`src/hdl/sds_pkg.sv`:
```
// Shared constants and types of the step drum sequencer.
package sds_pkg;
	localparam int STEPS = 16;
	localparam int OUTS = 16;
	localparam int CNT_W = 14;
	localparam int STEP_W = 5;
	localparam int WORD_W = 16;
	localparam int IDX_W = 4;
	localparam int HUND_W = 14;

	// Step numbers as the program sees them run from 1 to 16.
	localparam logic [STEP_W-1:0] STEP_FIRST = 5'h01;
	localparam logic [STEP_W-1:0] STEP_LAST = 5'h10;
	localparam logic [STEP_W-1:0] PRESET_RESET = 5'h01;
	localparam logic [CNT_W-1:0] COUNT_BLANK = 14'h0000;

	// One timer count is the timebase value times one hundredth of a second.
	localparam int CLK_HZ = 10_000_000;
	localparam int HUNDREDTH_PER_S = 100;
	localparam int HUNDREDTH_CYCLES = CLK_HZ / HUNDREDTH_PER_S;

	typedef enum logic [1:0] {
		SDS_TIMED = 2'h0,
		SDS_EVENT = 2'h1,
		SDS_MASKED = 2'h2
	} sds_variant_t;

	typedef enum logic [1:0] {
		SDS_PROG = 2'h0,
		SDS_RUN = 2'h1,
		SDS_DONE = 2'h3
	} sds_state_t;
endpackage : sds_pkg

```
`src/hdl/sds_sequencer.sv`:
```
// Sixteen-step drum sequencer evaluated once per controller scan.
// Notes on behaviour
// RL1 - Sixteen steps, each with its own sixteen-bit output pattern.
// RL2 - Timed variant advances only on elapsed counts against the step's count.
// RL3 - The program sets unused timed steps to a count of zero.
// RL4 - Timer runs while start is on; sequencing stops at last step or reset.
// RL5 - Preset step loads on entry to run mode and while reset is on.
// RL6 - Event variants count time only while the step's event is true.
// RL7 - Step advances when the count in step equals the programmed count.
// RL8 - Event variants advance one step on each rising jog edge.
// RL9 - Four status words: count in step, timer, preset step, current step.
// RL10 - Preset word is writable any time; other words are read only.
// RL11 - Completion bit sets when the last step ends and clears on reset.
// RL12 - Zero counts with true events complete one step per scan.
// RL13 - Outputs follow the current step pattern every scan in run mode.
// RL14 - Masked variant ANDs each pattern bit with the step's mask word bit.
// RL15 - Sixteen mask words are read consecutively from a chosen start.
// RL16 - Blank steps and events mean no count and no event condition.
// RL17 - One timer count lasts the timebase value times 0.01 seconds.
// RL18 - Reset beats start; under reset neither time nor events act.
// RL19 - With start off, reset off and no jog edge, state and outputs freeze.
// RL20 - Jog acts only with reset off, whatever the start input.
// RL21 - After the last step, hold outputs and ignore start and jog until reset.
// RL22 - Inputs, timer and transitions are evaluated once per scan tick.
// RL23 - Every step change clears the count in step.
module sds_sequencer #(
	parameter int HUNDREDTH_CYCLES = sds_pkg::HUNDREDTH_CYCLES
) (
	// Clock and reset
	input wire logic clk_sys,
	input wire logic sys_rst,
	// Controller scan and mode
	input wire logic scan_tick,
	input wire logic run_mode,
	input wire sds_pkg::sds_variant_t variant,
	// Control contacts
	input wire logic start,
	input wire logic jog,
	input wire logic reset_in,
	// Step programme
	input wire logic [sds_pkg::STEP_W-1:0] last_step,
	input wire logic [sds_pkg::HUND_W-1:0] timebase_value,
	input wire logic [sds_pkg::STEPS*sds_pkg::CNT_W-1:0] counts_flat,
	input wire logic [sds_pkg::STEPS*sds_pkg::OUTS-1:0] pattern_flat,
	input wire logic [sds_pkg::STEPS-1:0] event_used,
	input wire logic [sds_pkg::STEPS-1:0] event_in,
	// Mask words
	input wire logic [sds_pkg::STEPS*sds_pkg::WORD_W-1:0] mask_flat,
	input wire logic [sds_pkg::IDX_W-1:0] mask_base,
	// Preset step write
	input wire logic preset_wr,
	input wire logic [sds_pkg::STEP_W-1:0] preset_step_value,
	// Drum outputs and status
	output logic [sds_pkg::OUTS-1:0] drum_out,
	output logic drum_done,
	output logic [sds_pkg::WORD_W-1:0] status_count,
	output logic [sds_pkg::WORD_W-1:0] status_timer,
	output logic [sds_pkg::WORD_W-1:0] status_preset,
	output logic [sds_pkg::WORD_W-1:0] status_step
);
	logic [sds_pkg::CNT_W-1:0] step_counts [sds_pkg::STEPS];
	logic [sds_pkg::OUTS-1:0] step_pattern [sds_pkg::STEPS];
	logic [sds_pkg::WORD_W-1:0] mask_word [sds_pkg::STEPS];

	sds_pkg::sds_state_t state_q;
	sds_pkg::sds_state_t state_d;
	logic [sds_pkg::STEP_W-1:0] step_q;
	logic [sds_pkg::STEP_W-1:0] step_d;
	logic [sds_pkg::STEP_W-1:0] preset_q;
	logic [sds_pkg::CNT_W-1:0] count_q;
	logic [sds_pkg::CNT_W-1:0] count_d;
	logic done_q;
	logic done_d;
	logic jog_prev_q;
	logic run_prev_q;
	logic tick_pend_q;
	logic [sds_pkg::OUTS-1:0] out_q;

	logic [sds_pkg::IDX_W-1:0] cur_idx;
	logic [sds_pkg::IDX_W-1:0] mask_idx;
	logic event_variant;
	logic cur_event_ok;
	logic load_preset;
	logic jog_rise;
	logic timer_run;
	logic count_pulse;
	logic step_clear;
	logic [sds_pkg::HUND_W-1:0] hundredths;
	logic [sds_pkg::OUTS-1:0] out_next;

	// Step number 1..16 to array index 0..15.
	function automatic logic [sds_pkg::IDX_W-1:0] step_index(input logic [sds_pkg::STEP_W-1:0] num);
		logic [sds_pkg::STEP_W-1:0] tmp;
		tmp = num - sds_pkg::STEP_FIRST;
		return tmp[sds_pkg::IDX_W-1:0];
	endfunction : step_index

	genvar gi;
	generate
		for (gi = 0; gi < sds_pkg::STEPS; gi++) begin : g_unpack
			assign step_counts[gi] = counts_flat[gi*sds_pkg::CNT_W +: sds_pkg::CNT_W]; // [RL1]
			assign step_pattern[gi] = pattern_flat[gi*sds_pkg::OUTS +: sds_pkg::OUTS]; // [RL1]
			assign mask_word[gi] = mask_flat[gi*sds_pkg::WORD_W +: sds_pkg::WORD_W];
		end
	endgenerate

	assign cur_idx = step_index(step_q);
	// Mask words are taken consecutively from the base, wrapping within sixteen.
	assign mask_idx = mask_base + cur_idx; // [RL15]
	assign event_variant = (variant != sds_pkg::SDS_TIMED);
	// A blank event imposes no condition, so the step runs on time alone.
	assign cur_event_ok = !event_variant || !event_used[cur_idx] || event_in[cur_idx]; // [RL6] [RL16]
	assign load_preset = scan_tick && run_mode && (reset_in || !run_prev_q); // [RL5] [RL18]
	assign jog_rise = jog && !jog_prev_q;
	assign timer_run = run_mode && start && !reset_in && (state_q == sds_pkg::SDS_RUN) && cur_event_ok; // [RL4] [RL6]

	sds_timebase #(
		.HUNDREDTH_CYCLES(HUNDREDTH_CYCLES)
	) u_timebase (
		.clk_sys(clk_sys),
		.sys_rst(sys_rst),
		.run(timer_run),
		.clear(step_clear),
		.timebase_value(timebase_value),
		.count_pulse(count_pulse), // [RL17]
		.hundredths(hundredths)
	);

	always_comb begin
		state_d = state_q;
		step_d = step_q;
		count_d = count_q;
		done_d = done_q;
		if (!run_mode) begin
			state_d = sds_pkg::SDS_PROG;
		end else if (state_q == sds_pkg::SDS_PROG || reset_in) begin
			state_d = sds_pkg::SDS_RUN; // [RL5] [RL18]
			step_d = preset_q;
			count_d = sds_pkg::COUNT_BLANK;
			done_d = 1'b0; // [RL11]
		end else if (state_q == sds_pkg::SDS_RUN) begin
			if (event_variant && jog_rise) begin
				count_d = sds_pkg::COUNT_BLANK; // [RL8] [RL20] [RL23]
				if (step_q >= last_step) begin
					state_d = sds_pkg::SDS_DONE;
					done_d = 1'b1;
				end else begin
					step_d = step_q + sds_pkg::STEP_FIRST;
				end
			end else if (start && cur_event_ok) begin
				if (count_q == step_counts[cur_idx]) begin
					count_d = sds_pkg::COUNT_BLANK; // [RL7] [RL12] [RL23]
					if (step_q >= last_step) begin
						state_d = sds_pkg::SDS_DONE; // [RL11] [RL21]
						done_d = 1'b1;
					end else begin
						step_d = step_q + sds_pkg::STEP_FIRST;
					end
				end else if (tick_pend_q) begin
					count_d = count_q + 14'h0001; // [RL2]
				end
			end
		end
	end

	// Step change clears the timebase so a new step starts a fresh count.
	assign step_clear = scan_tick && ((step_d != step_q) || (count_d == sds_pkg::COUNT_BLANK && count_q != count_d));

	// Scan-rate state update; between scans everything stands.
	always_ff @(posedge clk_sys) begin
		if (sys_rst) begin
			state_q <= sds_pkg::SDS_PROG;
			step_q <= sds_pkg::PRESET_RESET;
			count_q <= sds_pkg::COUNT_BLANK;
			done_q <= 1'b0;
		end else if (scan_tick) begin
			state_q <= state_d; // [RL22] [RL19]
			step_q <= step_d;
			count_q <= count_d;
			done_q <= done_d;
		end
	end

	// Timer counts that arrive between scans wait for the next scan.
	always_ff @(posedge clk_sys) begin
		if (sys_rst) begin
			tick_pend_q <= 1'b0;
		end else if (scan_tick) begin
			// A count that lands on the scan edge itself is kept for the next scan.
			tick_pend_q <= count_pulse; // [RL22]
		end else if (count_pulse) begin
			tick_pend_q <= 1'b1;
		end
	end

	always_ff @(posedge clk_sys) begin
		if (sys_rst) begin
			jog_prev_q <= 1'b0;
			run_prev_q <= 1'b0;
		end else if (scan_tick) begin
			jog_prev_q <= jog;
			run_prev_q <= run_mode;
		end
	end

	always_ff @(posedge clk_sys) begin
		if (sys_rst) begin
			preset_q <= sds_pkg::PRESET_RESET;
		end else if (preset_wr) begin
			preset_q <= preset_step_value; // [RL10]
		end
	end

	// Outputs reflect the step that the scan has just settled on.
	always_comb begin
		out_next = step_pattern[step_index(step_d)];
		if (variant == sds_pkg::SDS_MASKED) begin
			out_next = out_next & mask_word[step_index(step_d) + mask_base]; // [RL14]
		end
	end

	always_ff @(posedge clk_sys) begin
		if (sys_rst) begin
			out_q <= '0;
		end else if (scan_tick) begin
			out_q <= run_mode ? out_next : '0; // [RL13]
		end
	end

	assign drum_out = out_q;
	assign drum_done = done_q;
	assign status_count = {2'h0, count_q}; // [RL9]
	assign status_timer = {2'h0, hundredths};
	assign status_preset = {11'h000, preset_q};
	assign status_step = {11'h000, step_q};

	property p_preset_load;
		@(posedge clk_sys) disable iff (sys_rst)
		load_preset |=> (step_q == $past(preset_q)) && !done_q && count_q == sds_pkg::COUNT_BLANK;
	endproperty
	a_preset_load: assert property (p_preset_load) else $error("preset not loaded"); // [RL5]

	property p_reset_holds;
		@(posedge clk_sys) disable iff (sys_rst)
		scan_tick && run_mode && reset_in ##1 reset_in [*2] |-> !timer_run && !done_q;
	endproperty
	a_reset_holds: assert property (p_reset_holds) else $error("reset did not hold drum"); // [RL18]

	property p_freeze;
		@(posedge clk_sys) disable iff (sys_rst)
		scan_tick && run_mode && state_q == sds_pkg::SDS_RUN && !start && !reset_in && !jog_rise
		|=> $stable(step_q) && $stable(count_q) && $stable(drum_out);
	endproperty
	a_freeze: assert property (p_freeze) else $error("drum moved with start off"); // [RL19]

	property p_jog;
		@(posedge clk_sys) disable iff (sys_rst)
		scan_tick && run_mode && state_q == sds_pkg::SDS_RUN && !reset_in && event_variant && jog_rise
		&& step_q < last_step |=> step_q == $past(step_q) + sds_pkg::STEP_FIRST && count_q == '0;
	endproperty
	a_jog: assert property (p_jog) else $error("jog did not advance one step"); // [RL8]

	property p_zero_count;
		@(posedge clk_sys) disable iff (sys_rst)
		scan_tick && run_mode && state_q == sds_pkg::SDS_RUN && start && !reset_in && !jog_rise
		&& cur_event_ok && step_counts[cur_idx] == count_q && step_q < last_step
		|=> step_q == $past(step_q) + sds_pkg::STEP_FIRST;
	endproperty
	a_zero_count: assert property (p_zero_count) else $error("step not advanced on equal count"); // [RL12]

	property p_done_hold;
		@(posedge clk_sys) disable iff (sys_rst)
		state_q == sds_pkg::SDS_DONE && run_mode && !reset_in |=> $stable(step_q) && $stable(drum_out) && done_q;
	endproperty
	a_done_hold: assert property (p_done_hold) else $error("complete state not held"); // [RL21]

	property p_step_clears_count;
		@(posedge clk_sys) disable iff (sys_rst)
		$changed(step_q) |-> count_q == sds_pkg::COUNT_BLANK;
	endproperty
	a_step_clears_count: assert property (p_step_clears_count) else $error("count kept over step"); // [RL23]

	property p_mask;
		@(posedge clk_sys) disable iff (sys_rst)
		scan_tick && run_mode && variant == sds_pkg::SDS_MASKED ##1 $stable(step_q) && $stable(mask_flat)
		&& $stable(mask_base) && $stable(pattern_flat)
		|-> drum_out == (step_pattern[cur_idx] & mask_word[mask_idx]);
	endproperty
	a_mask: assert property (p_mask) else $error("masked output wrong"); // [RL14]

	property p_outputs;
		@(posedge clk_sys) disable iff (sys_rst)
		scan_tick && run_mode && variant != sds_pkg::SDS_MASKED |=> drum_out == step_pattern[cur_idx];
	endproperty
	a_outputs: assert property (p_outputs) else $error("output not current pattern"); // [RL13]

	property p_event_gate;
		@(posedge clk_sys) disable iff (sys_rst)
		event_variant && event_used[cur_idx] && !event_in[cur_idx] |-> !timer_run;
	endproperty
	a_event_gate: assert property (p_event_gate) else $error("timer ran without event"); // [RL6]

	property p_done_set;
		@(posedge clk_sys) disable iff (sys_rst)
		scan_tick && run_mode && state_q == sds_pkg::SDS_RUN && !reset_in && start && !(event_variant && jog_rise)
		&& cur_event_ok && count_q == step_counts[cur_idx] && step_q >= last_step
		|=> done_q && state_q == sds_pkg::SDS_DONE;
	endproperty
	a_done_set: assert property (p_done_set) else $error("completion bit not set"); // [RL11]

	property p_done_clear;
		@(posedge clk_sys) disable iff (sys_rst)
		scan_tick && run_mode && reset_in |=> !drum_done;
	endproperty
	a_done_clear: assert property (p_done_clear) else $error("completion bit not cleared"); // [RL11]

	property p_preset_write;
		@(posedge clk_sys) disable iff (sys_rst)
		preset_wr |=> status_preset == {11'h000, $past(preset_step_value)};
	endproperty
	a_preset_write: assert property (p_preset_write) else $error("preset word not written"); // [RL10]

	property p_outputs_off;
		@(posedge clk_sys) disable iff (sys_rst)
		scan_tick && !run_mode |=> drum_out == '0;
	endproperty
	a_outputs_off: assert property (p_outputs_off) else $error("outputs on outside run mode"); // [RL13]

	property p_count_up;
		@(posedge clk_sys) disable iff (sys_rst)
		scan_tick && run_mode && state_q == sds_pkg::SDS_RUN && !reset_in && start && !(event_variant && jog_rise)
		&& cur_event_ok && count_q != step_counts[cur_idx] && tick_pend_q
		|=> count_q == $past(count_q) + 14'h0001;
	endproperty
	a_count_up: assert property (p_count_up) else $error("timer count not taken"); // [RL2]

	property p_stand;
		@(posedge clk_sys) disable iff (sys_rst)
		!$past(scan_tick) && !$past(sys_rst) |-> $stable(step_q) && $stable(drum_out) && $stable(done_q);
	endproperty
	a_stand: assert property (p_stand) else $error("state moved between scans"); // [RL22]

	property p_jog_done;
		@(posedge clk_sys) disable iff (sys_rst)
		scan_tick && run_mode && state_q == sds_pkg::SDS_RUN && !reset_in && event_variant && jog_rise
		&& step_q >= last_step |=> done_q && $stable(step_q);
	endproperty
	a_jog_done: assert property (p_jog_done) else $error("jog at last step did not complete"); // [RL8] [RL21]
endmodule : sds_sequencer

```
`src/hdl/sds_timebase.sv`:
```
// Hundredth-second divider that emits one pulse per drum timer count.
module sds_timebase #(
	parameter int HUNDREDTH_CYCLES = sds_pkg::HUNDREDTH_CYCLES
) (
	// Clock and reset
	input wire logic clk_sys,
	input wire logic sys_rst,
	// Control
	input wire logic run,
	input wire logic clear,
	input wire logic [sds_pkg::HUND_W-1:0] timebase_value,
	// Result
	output logic count_pulse,
	output logic [sds_pkg::HUND_W-1:0] hundredths
);
	logic [31:0] div_q;
	logic [sds_pkg::HUND_W-1:0] hund_q;
	logic [sds_pkg::HUND_W-1:0] limit;
	logic hund_end;

	// A timebase of zero is taken as one hundredth so the timer never stalls.
	assign limit = (timebase_value == '0) ? 14'h0001 : timebase_value;
	assign hund_end = run && (div_q == 32'(HUNDREDTH_CYCLES - 1));

	always_ff @(posedge clk_sys) begin
		if (sys_rst || clear) begin
			div_q <= 32'h0;
		end else if (hund_end) begin
			div_q <= 32'h0;
		end else if (run) begin
			div_q <= div_q + 32'h1;
		end
	end

	always_ff @(posedge clk_sys) begin
		if (sys_rst || clear) begin
			hund_q <= '0;
			count_pulse <= 1'b0;
		end else begin
			count_pulse <= 1'b0;
			if (hund_end) begin
				if (hund_q + 14'h0001 >= limit) begin
					hund_q <= '0;
					count_pulse <= 1'b1;
				end else begin
					hund_q <= hund_q + 14'h0001;
				end
			end
		end
	end

	assign hundredths = hund_q;
endmodule : sds_timebase

```
`config.mk`:
```
export PLATFORM = sky130hd
export DESIGN_NAME = sds_sequencer
export DESIGN_NICKNAME = d
export VERILOG_FILES = /design/src/hdl/sds_pkg.sv /design/src/hdl/sds_sequencer.sv /design/src/hdl/sds_timebase.sv
export SDC_FILE = /design/constraint.sdc
export NUM_CORES = 1
export LEC_CHECK = 0
export BUFFER_PORTS_ARGS = -buffer_cell sky130_fd_sc_hd__buf_2
export CORE_AREA = 2 2 343 345
export DETAILED_ROUTE_END_ITERATION = 7
export DIE_AREA = 0 0 345 347
export RECOVER_POWER = 50
export SYNTH_ARGS = -nofsm -noshare
export SYNTH_HDL_FRONTEND = slang
export SYNTH_HIERARCHICAL = 1
export SYNTH_SLANG_ARGS = --single-unit
```
`constraint.sdc`:
```
create_clock -name clk_sys -period 9.7 [get_ports clk_sys]
set_input_delay 1.94 -clock clk_sys [delete_from_list [all_inputs] [get_ports clk_sys]]
set_output_delay 1.94 -clock clk_sys [all_outputs]
set_load 0.02 [all_outputs]
```
==> results by group <==
Yosys
  • Commonest cells post-synth: mux2i_1 (248), mux4_2 (126), nor2_1 (118), dfxtp_1 (92), clkbuf_1 (74)
  • Top cells by area, synth: mux4_2 (22%), mux2i_1 (19%), dfxtp_1 (14%), nor2_1 (3.5%), xnor2_1 (2.8%)
  • Asr flop ratio synth: 0%
  • Synth top area share: 22.27%
  • Sequential share of the synthesized area: 14.46%
  • Synthesized area per cell: 9.361 um^2
  • Area leader, netlist: mux4_2
  • Synth Register Bits: 92
  • Top FF cell, synth: dfxtp_1
  • YS warnings: 6
  • Most frequent cell after synthesis: mux2i_1
  • Mapped Cells: 1,361
  • Post-synth cell types: 80
  • Number of flops mapped to enable cells by yosys: 0
  • Synthesized area: 12,740 um^2

Critical path
  • Worst EP arrival: 8.63 ns
  • Crit path launch type: flip-flop
  • Crit-path max FO: 56
  • Worst EP required: 9.99 ns
  • Critical path class: reg -> reg
  • Crit end category: flip-flop

CTS
  • Clock tree sinks: 92
  • Root Buffer: clkbuf_16
  • CTS hold repair buffers: 0
  • Maximum root-to-sink buffer count: 2
  • CTS resizes: 0
  • Post-CTS setup buffers: 0
  • Clock tree from TritonCTS: done
  • Clock slew at reported path FFs: 0.12 ns
  • Worst-Skew Late Latency: 0.41 ns
  • H-tree depth: 3
  • CTS Buf Count: 9

Detailed routing
  • Post-route ant nets: 0
  • Routed length per instance: 23.48 um
  • DR vias/cell: 4.021
  • Vias post-DR: 14,844
  • First-pass DRT Iterations: 6
  • Post-Route WL: 86,700 um
  • Detailed Route Iter0 Violations: 985
  • Drt drc: 0

Floorplan
  • Die Footprint: 119,700 um^2
  • Die Y-Extent: 347 um
  • IO Count: 887
  • Initial Utilization: 11.01%
  • # rows: 125
  • Die width: 345 um
  • Core Region: 115,700 um^2

Placement
  • Placed cell count: 3,659
  • Gp weighted congestion: 0.9624
  • Port Buffer Count: 860
  • HPWL Detailed: 75,220 um

Timing
  • Max frequency: 0.1200 GHz
  • Total Neg Setup Slack: 0 ns
  • Final hold vios: 0
  • Final Setup Violations: 0
  • Final period utilization: 85.94%
  • Hold_ws: 0.4564 ns
  • Max Slew Vio Count: 23
  • RSZ-0062 raised after global routing: false
  • Fin crit period: 8.336 ns
  • Slew HR: -27.82%
  • Worst Max-Slew Pin Slew: 1.917 ns
  • Worst Skew: 0.03736 ns

GRT
  • Vias in the first global route: 14,939
  • First-pass GRT wire length: 117,200 um
  • Initial antenna violation count: 39
  • GRT Total Usage: 13.91%
  • Largest net degree at the start of global routing: 80
  • GRT overflow: 0

Layout
  • Non-Filler Instances: 3,692
  • Register area: 1846 um^2
  • Fill count: 13,189
  • Multi-input logic area: 10,180 um^2
  • Nets@finish: 2,981
  • Share of layout cells above drive strength 1: 47.93%
  • Layout Area Growth over Synthesis: 48.97%

Run status
  • Failing checks: capacitance limit, slew limit
  • Status: complete, but fails checks

Flow run
  • Max cap viols: 1

Worst hold path
  • Worst hold path type: reg -> reg

Pwr
  • Peak supply drop: 0.00008339 V
  • Static leakage: 8.281 nW
  • Total Power: 2.032 mW
  • Power Dens Cells: 107.1 nW/um^2
==> per-stage QoR <==
stage          setup WS, ns  utilization, %  instance area, um^2
6_report              1.364           16.40                18980
5_1_grt              0.8237           16.38                18960
4_1_cts               1.546           16.43                19020
3_5_place_dp          1.097           16.17                18710
3_3_place_gp          1.093           16.17                18710
2_1_floorplan         2.108               -                12830
==> state kept, by name (all words and copies together) (netlist names) <==
| signal | flops |
|---|---|
| u_timebase/count_pulse | 1 |
| count_q | 14 |
| drum_out | 16 |
| tick_pend_q | 1 |
| preset_q | 5 |
| u_timebase/div_q | 32 |
| state_q | 2 |
| drum_done | 1 |
| u_timebase/hundredths | 14 |
| step_q | 5 |
| jog_prev_q | 1 |
==> layer usage <==
metal | wire [um] | global-route usage, % | share of wire, %
met1 | 34590 | 16.54 | 40
met2 | 43760 | 24.71 | 50
met3 | 5458 | 2.973 | 6.3
met4 | 2811 | 4.637 | 3.2
met5 | 79 | 0 | 0.091
==> cells in the final DEF (no fill, tap or decap), types with 26 or more instances in the layout <==
cell type / Yosys / routed
o21ai_0: 30 / 30
nand4_1: 29 / 29
mux2i_1: 248 / 248
inv_1: 46 / 46
a22oi_1: 35 / 35
mux4_2: 126 / 126
dfxtp_1: 92 / 91
buf_4: 31 / 29
a21oi_1: 41 / 41
xnor2_1: 41 / 41
nand3_1: 26 / 26
clkbuf_1: 74 / 57
nand2_1: 72 / 72
buf_2: 28 / 806
ha_1: 28 / 26
conb_1: 1 / 26
nor2_1: 118 / 116
==> final timing paths <==
| check | start | to | slack (ns) | cells past startpoint |
|---|---|---|---|---|
| max reg2reg | step_q[1] | drum_out[0] | 1.36 | 18 |
| min | u_timebase/count_pulse | tick_pend_q | 0.46 | 2 |
| min reg2reg | u_timebase/count_pulse | tick_pend_q | 0.46 | 2 |
| max | step_q[1] | drum_out[0] | 1.36 | 18 |
==> critical path, cell delays in order, from the launching register on <==
cell      delay [ns]
dfxtp_1         0.57
inv_1           0.14
ha_1            0.26
xor2_4          0.73
clkbuf_1        0.71
mux4_2          0.69
xnor2_1         0.16
nand4_1         0.15
or4_1           0.76
a31o_1          0.38
a211o_4         0.44
ha_4            0.21
xor2_4          0.27
buf_4           0.46
buf_4           0.83
mux2i_1         0.78
o32ai_1         0.16
a31oi_1         0.41
a221oi_1        0.09
==> report_power, final <==
group / total (mW) / switching, mW / internal [mW]
Combinational: 1.22 / 0.677 / 0.546
Clock: 0.408 / 0.223 / 0.184
Sequential: 0.402 / 0.0135 / 0.388
==> layout make-up <==
type                       instances  area share, %
multi-input combinational       1101          53.62
timing repair buffer             895          23.85
tap                             1524          10.05
sequential                        92          9.724
clock buffer                       9          1.187
inverter                          47         0.9296
clock inverter                     7         0.4219
antenna                           17         0.2242
==> logic make-up (layout without fill, tap and decap cells) <==
group | count (synthesis) | after routing | share of synthesized area [%]
compound gates | 235 | 235 | 13.81
fa+ha+maj | 29 | 29 | 2.907
xor+xnor | 63 | 63 | 4.596
other cells | 1 | 43 | 0.02944
buf+inv | 193 | 958 | 7.169
mux | 374 | 374 | 41.76
simple gates | 374 | 374 | 15.27
flops | 92 | 92 | 14.46
(Power assumes the default switching activity.)
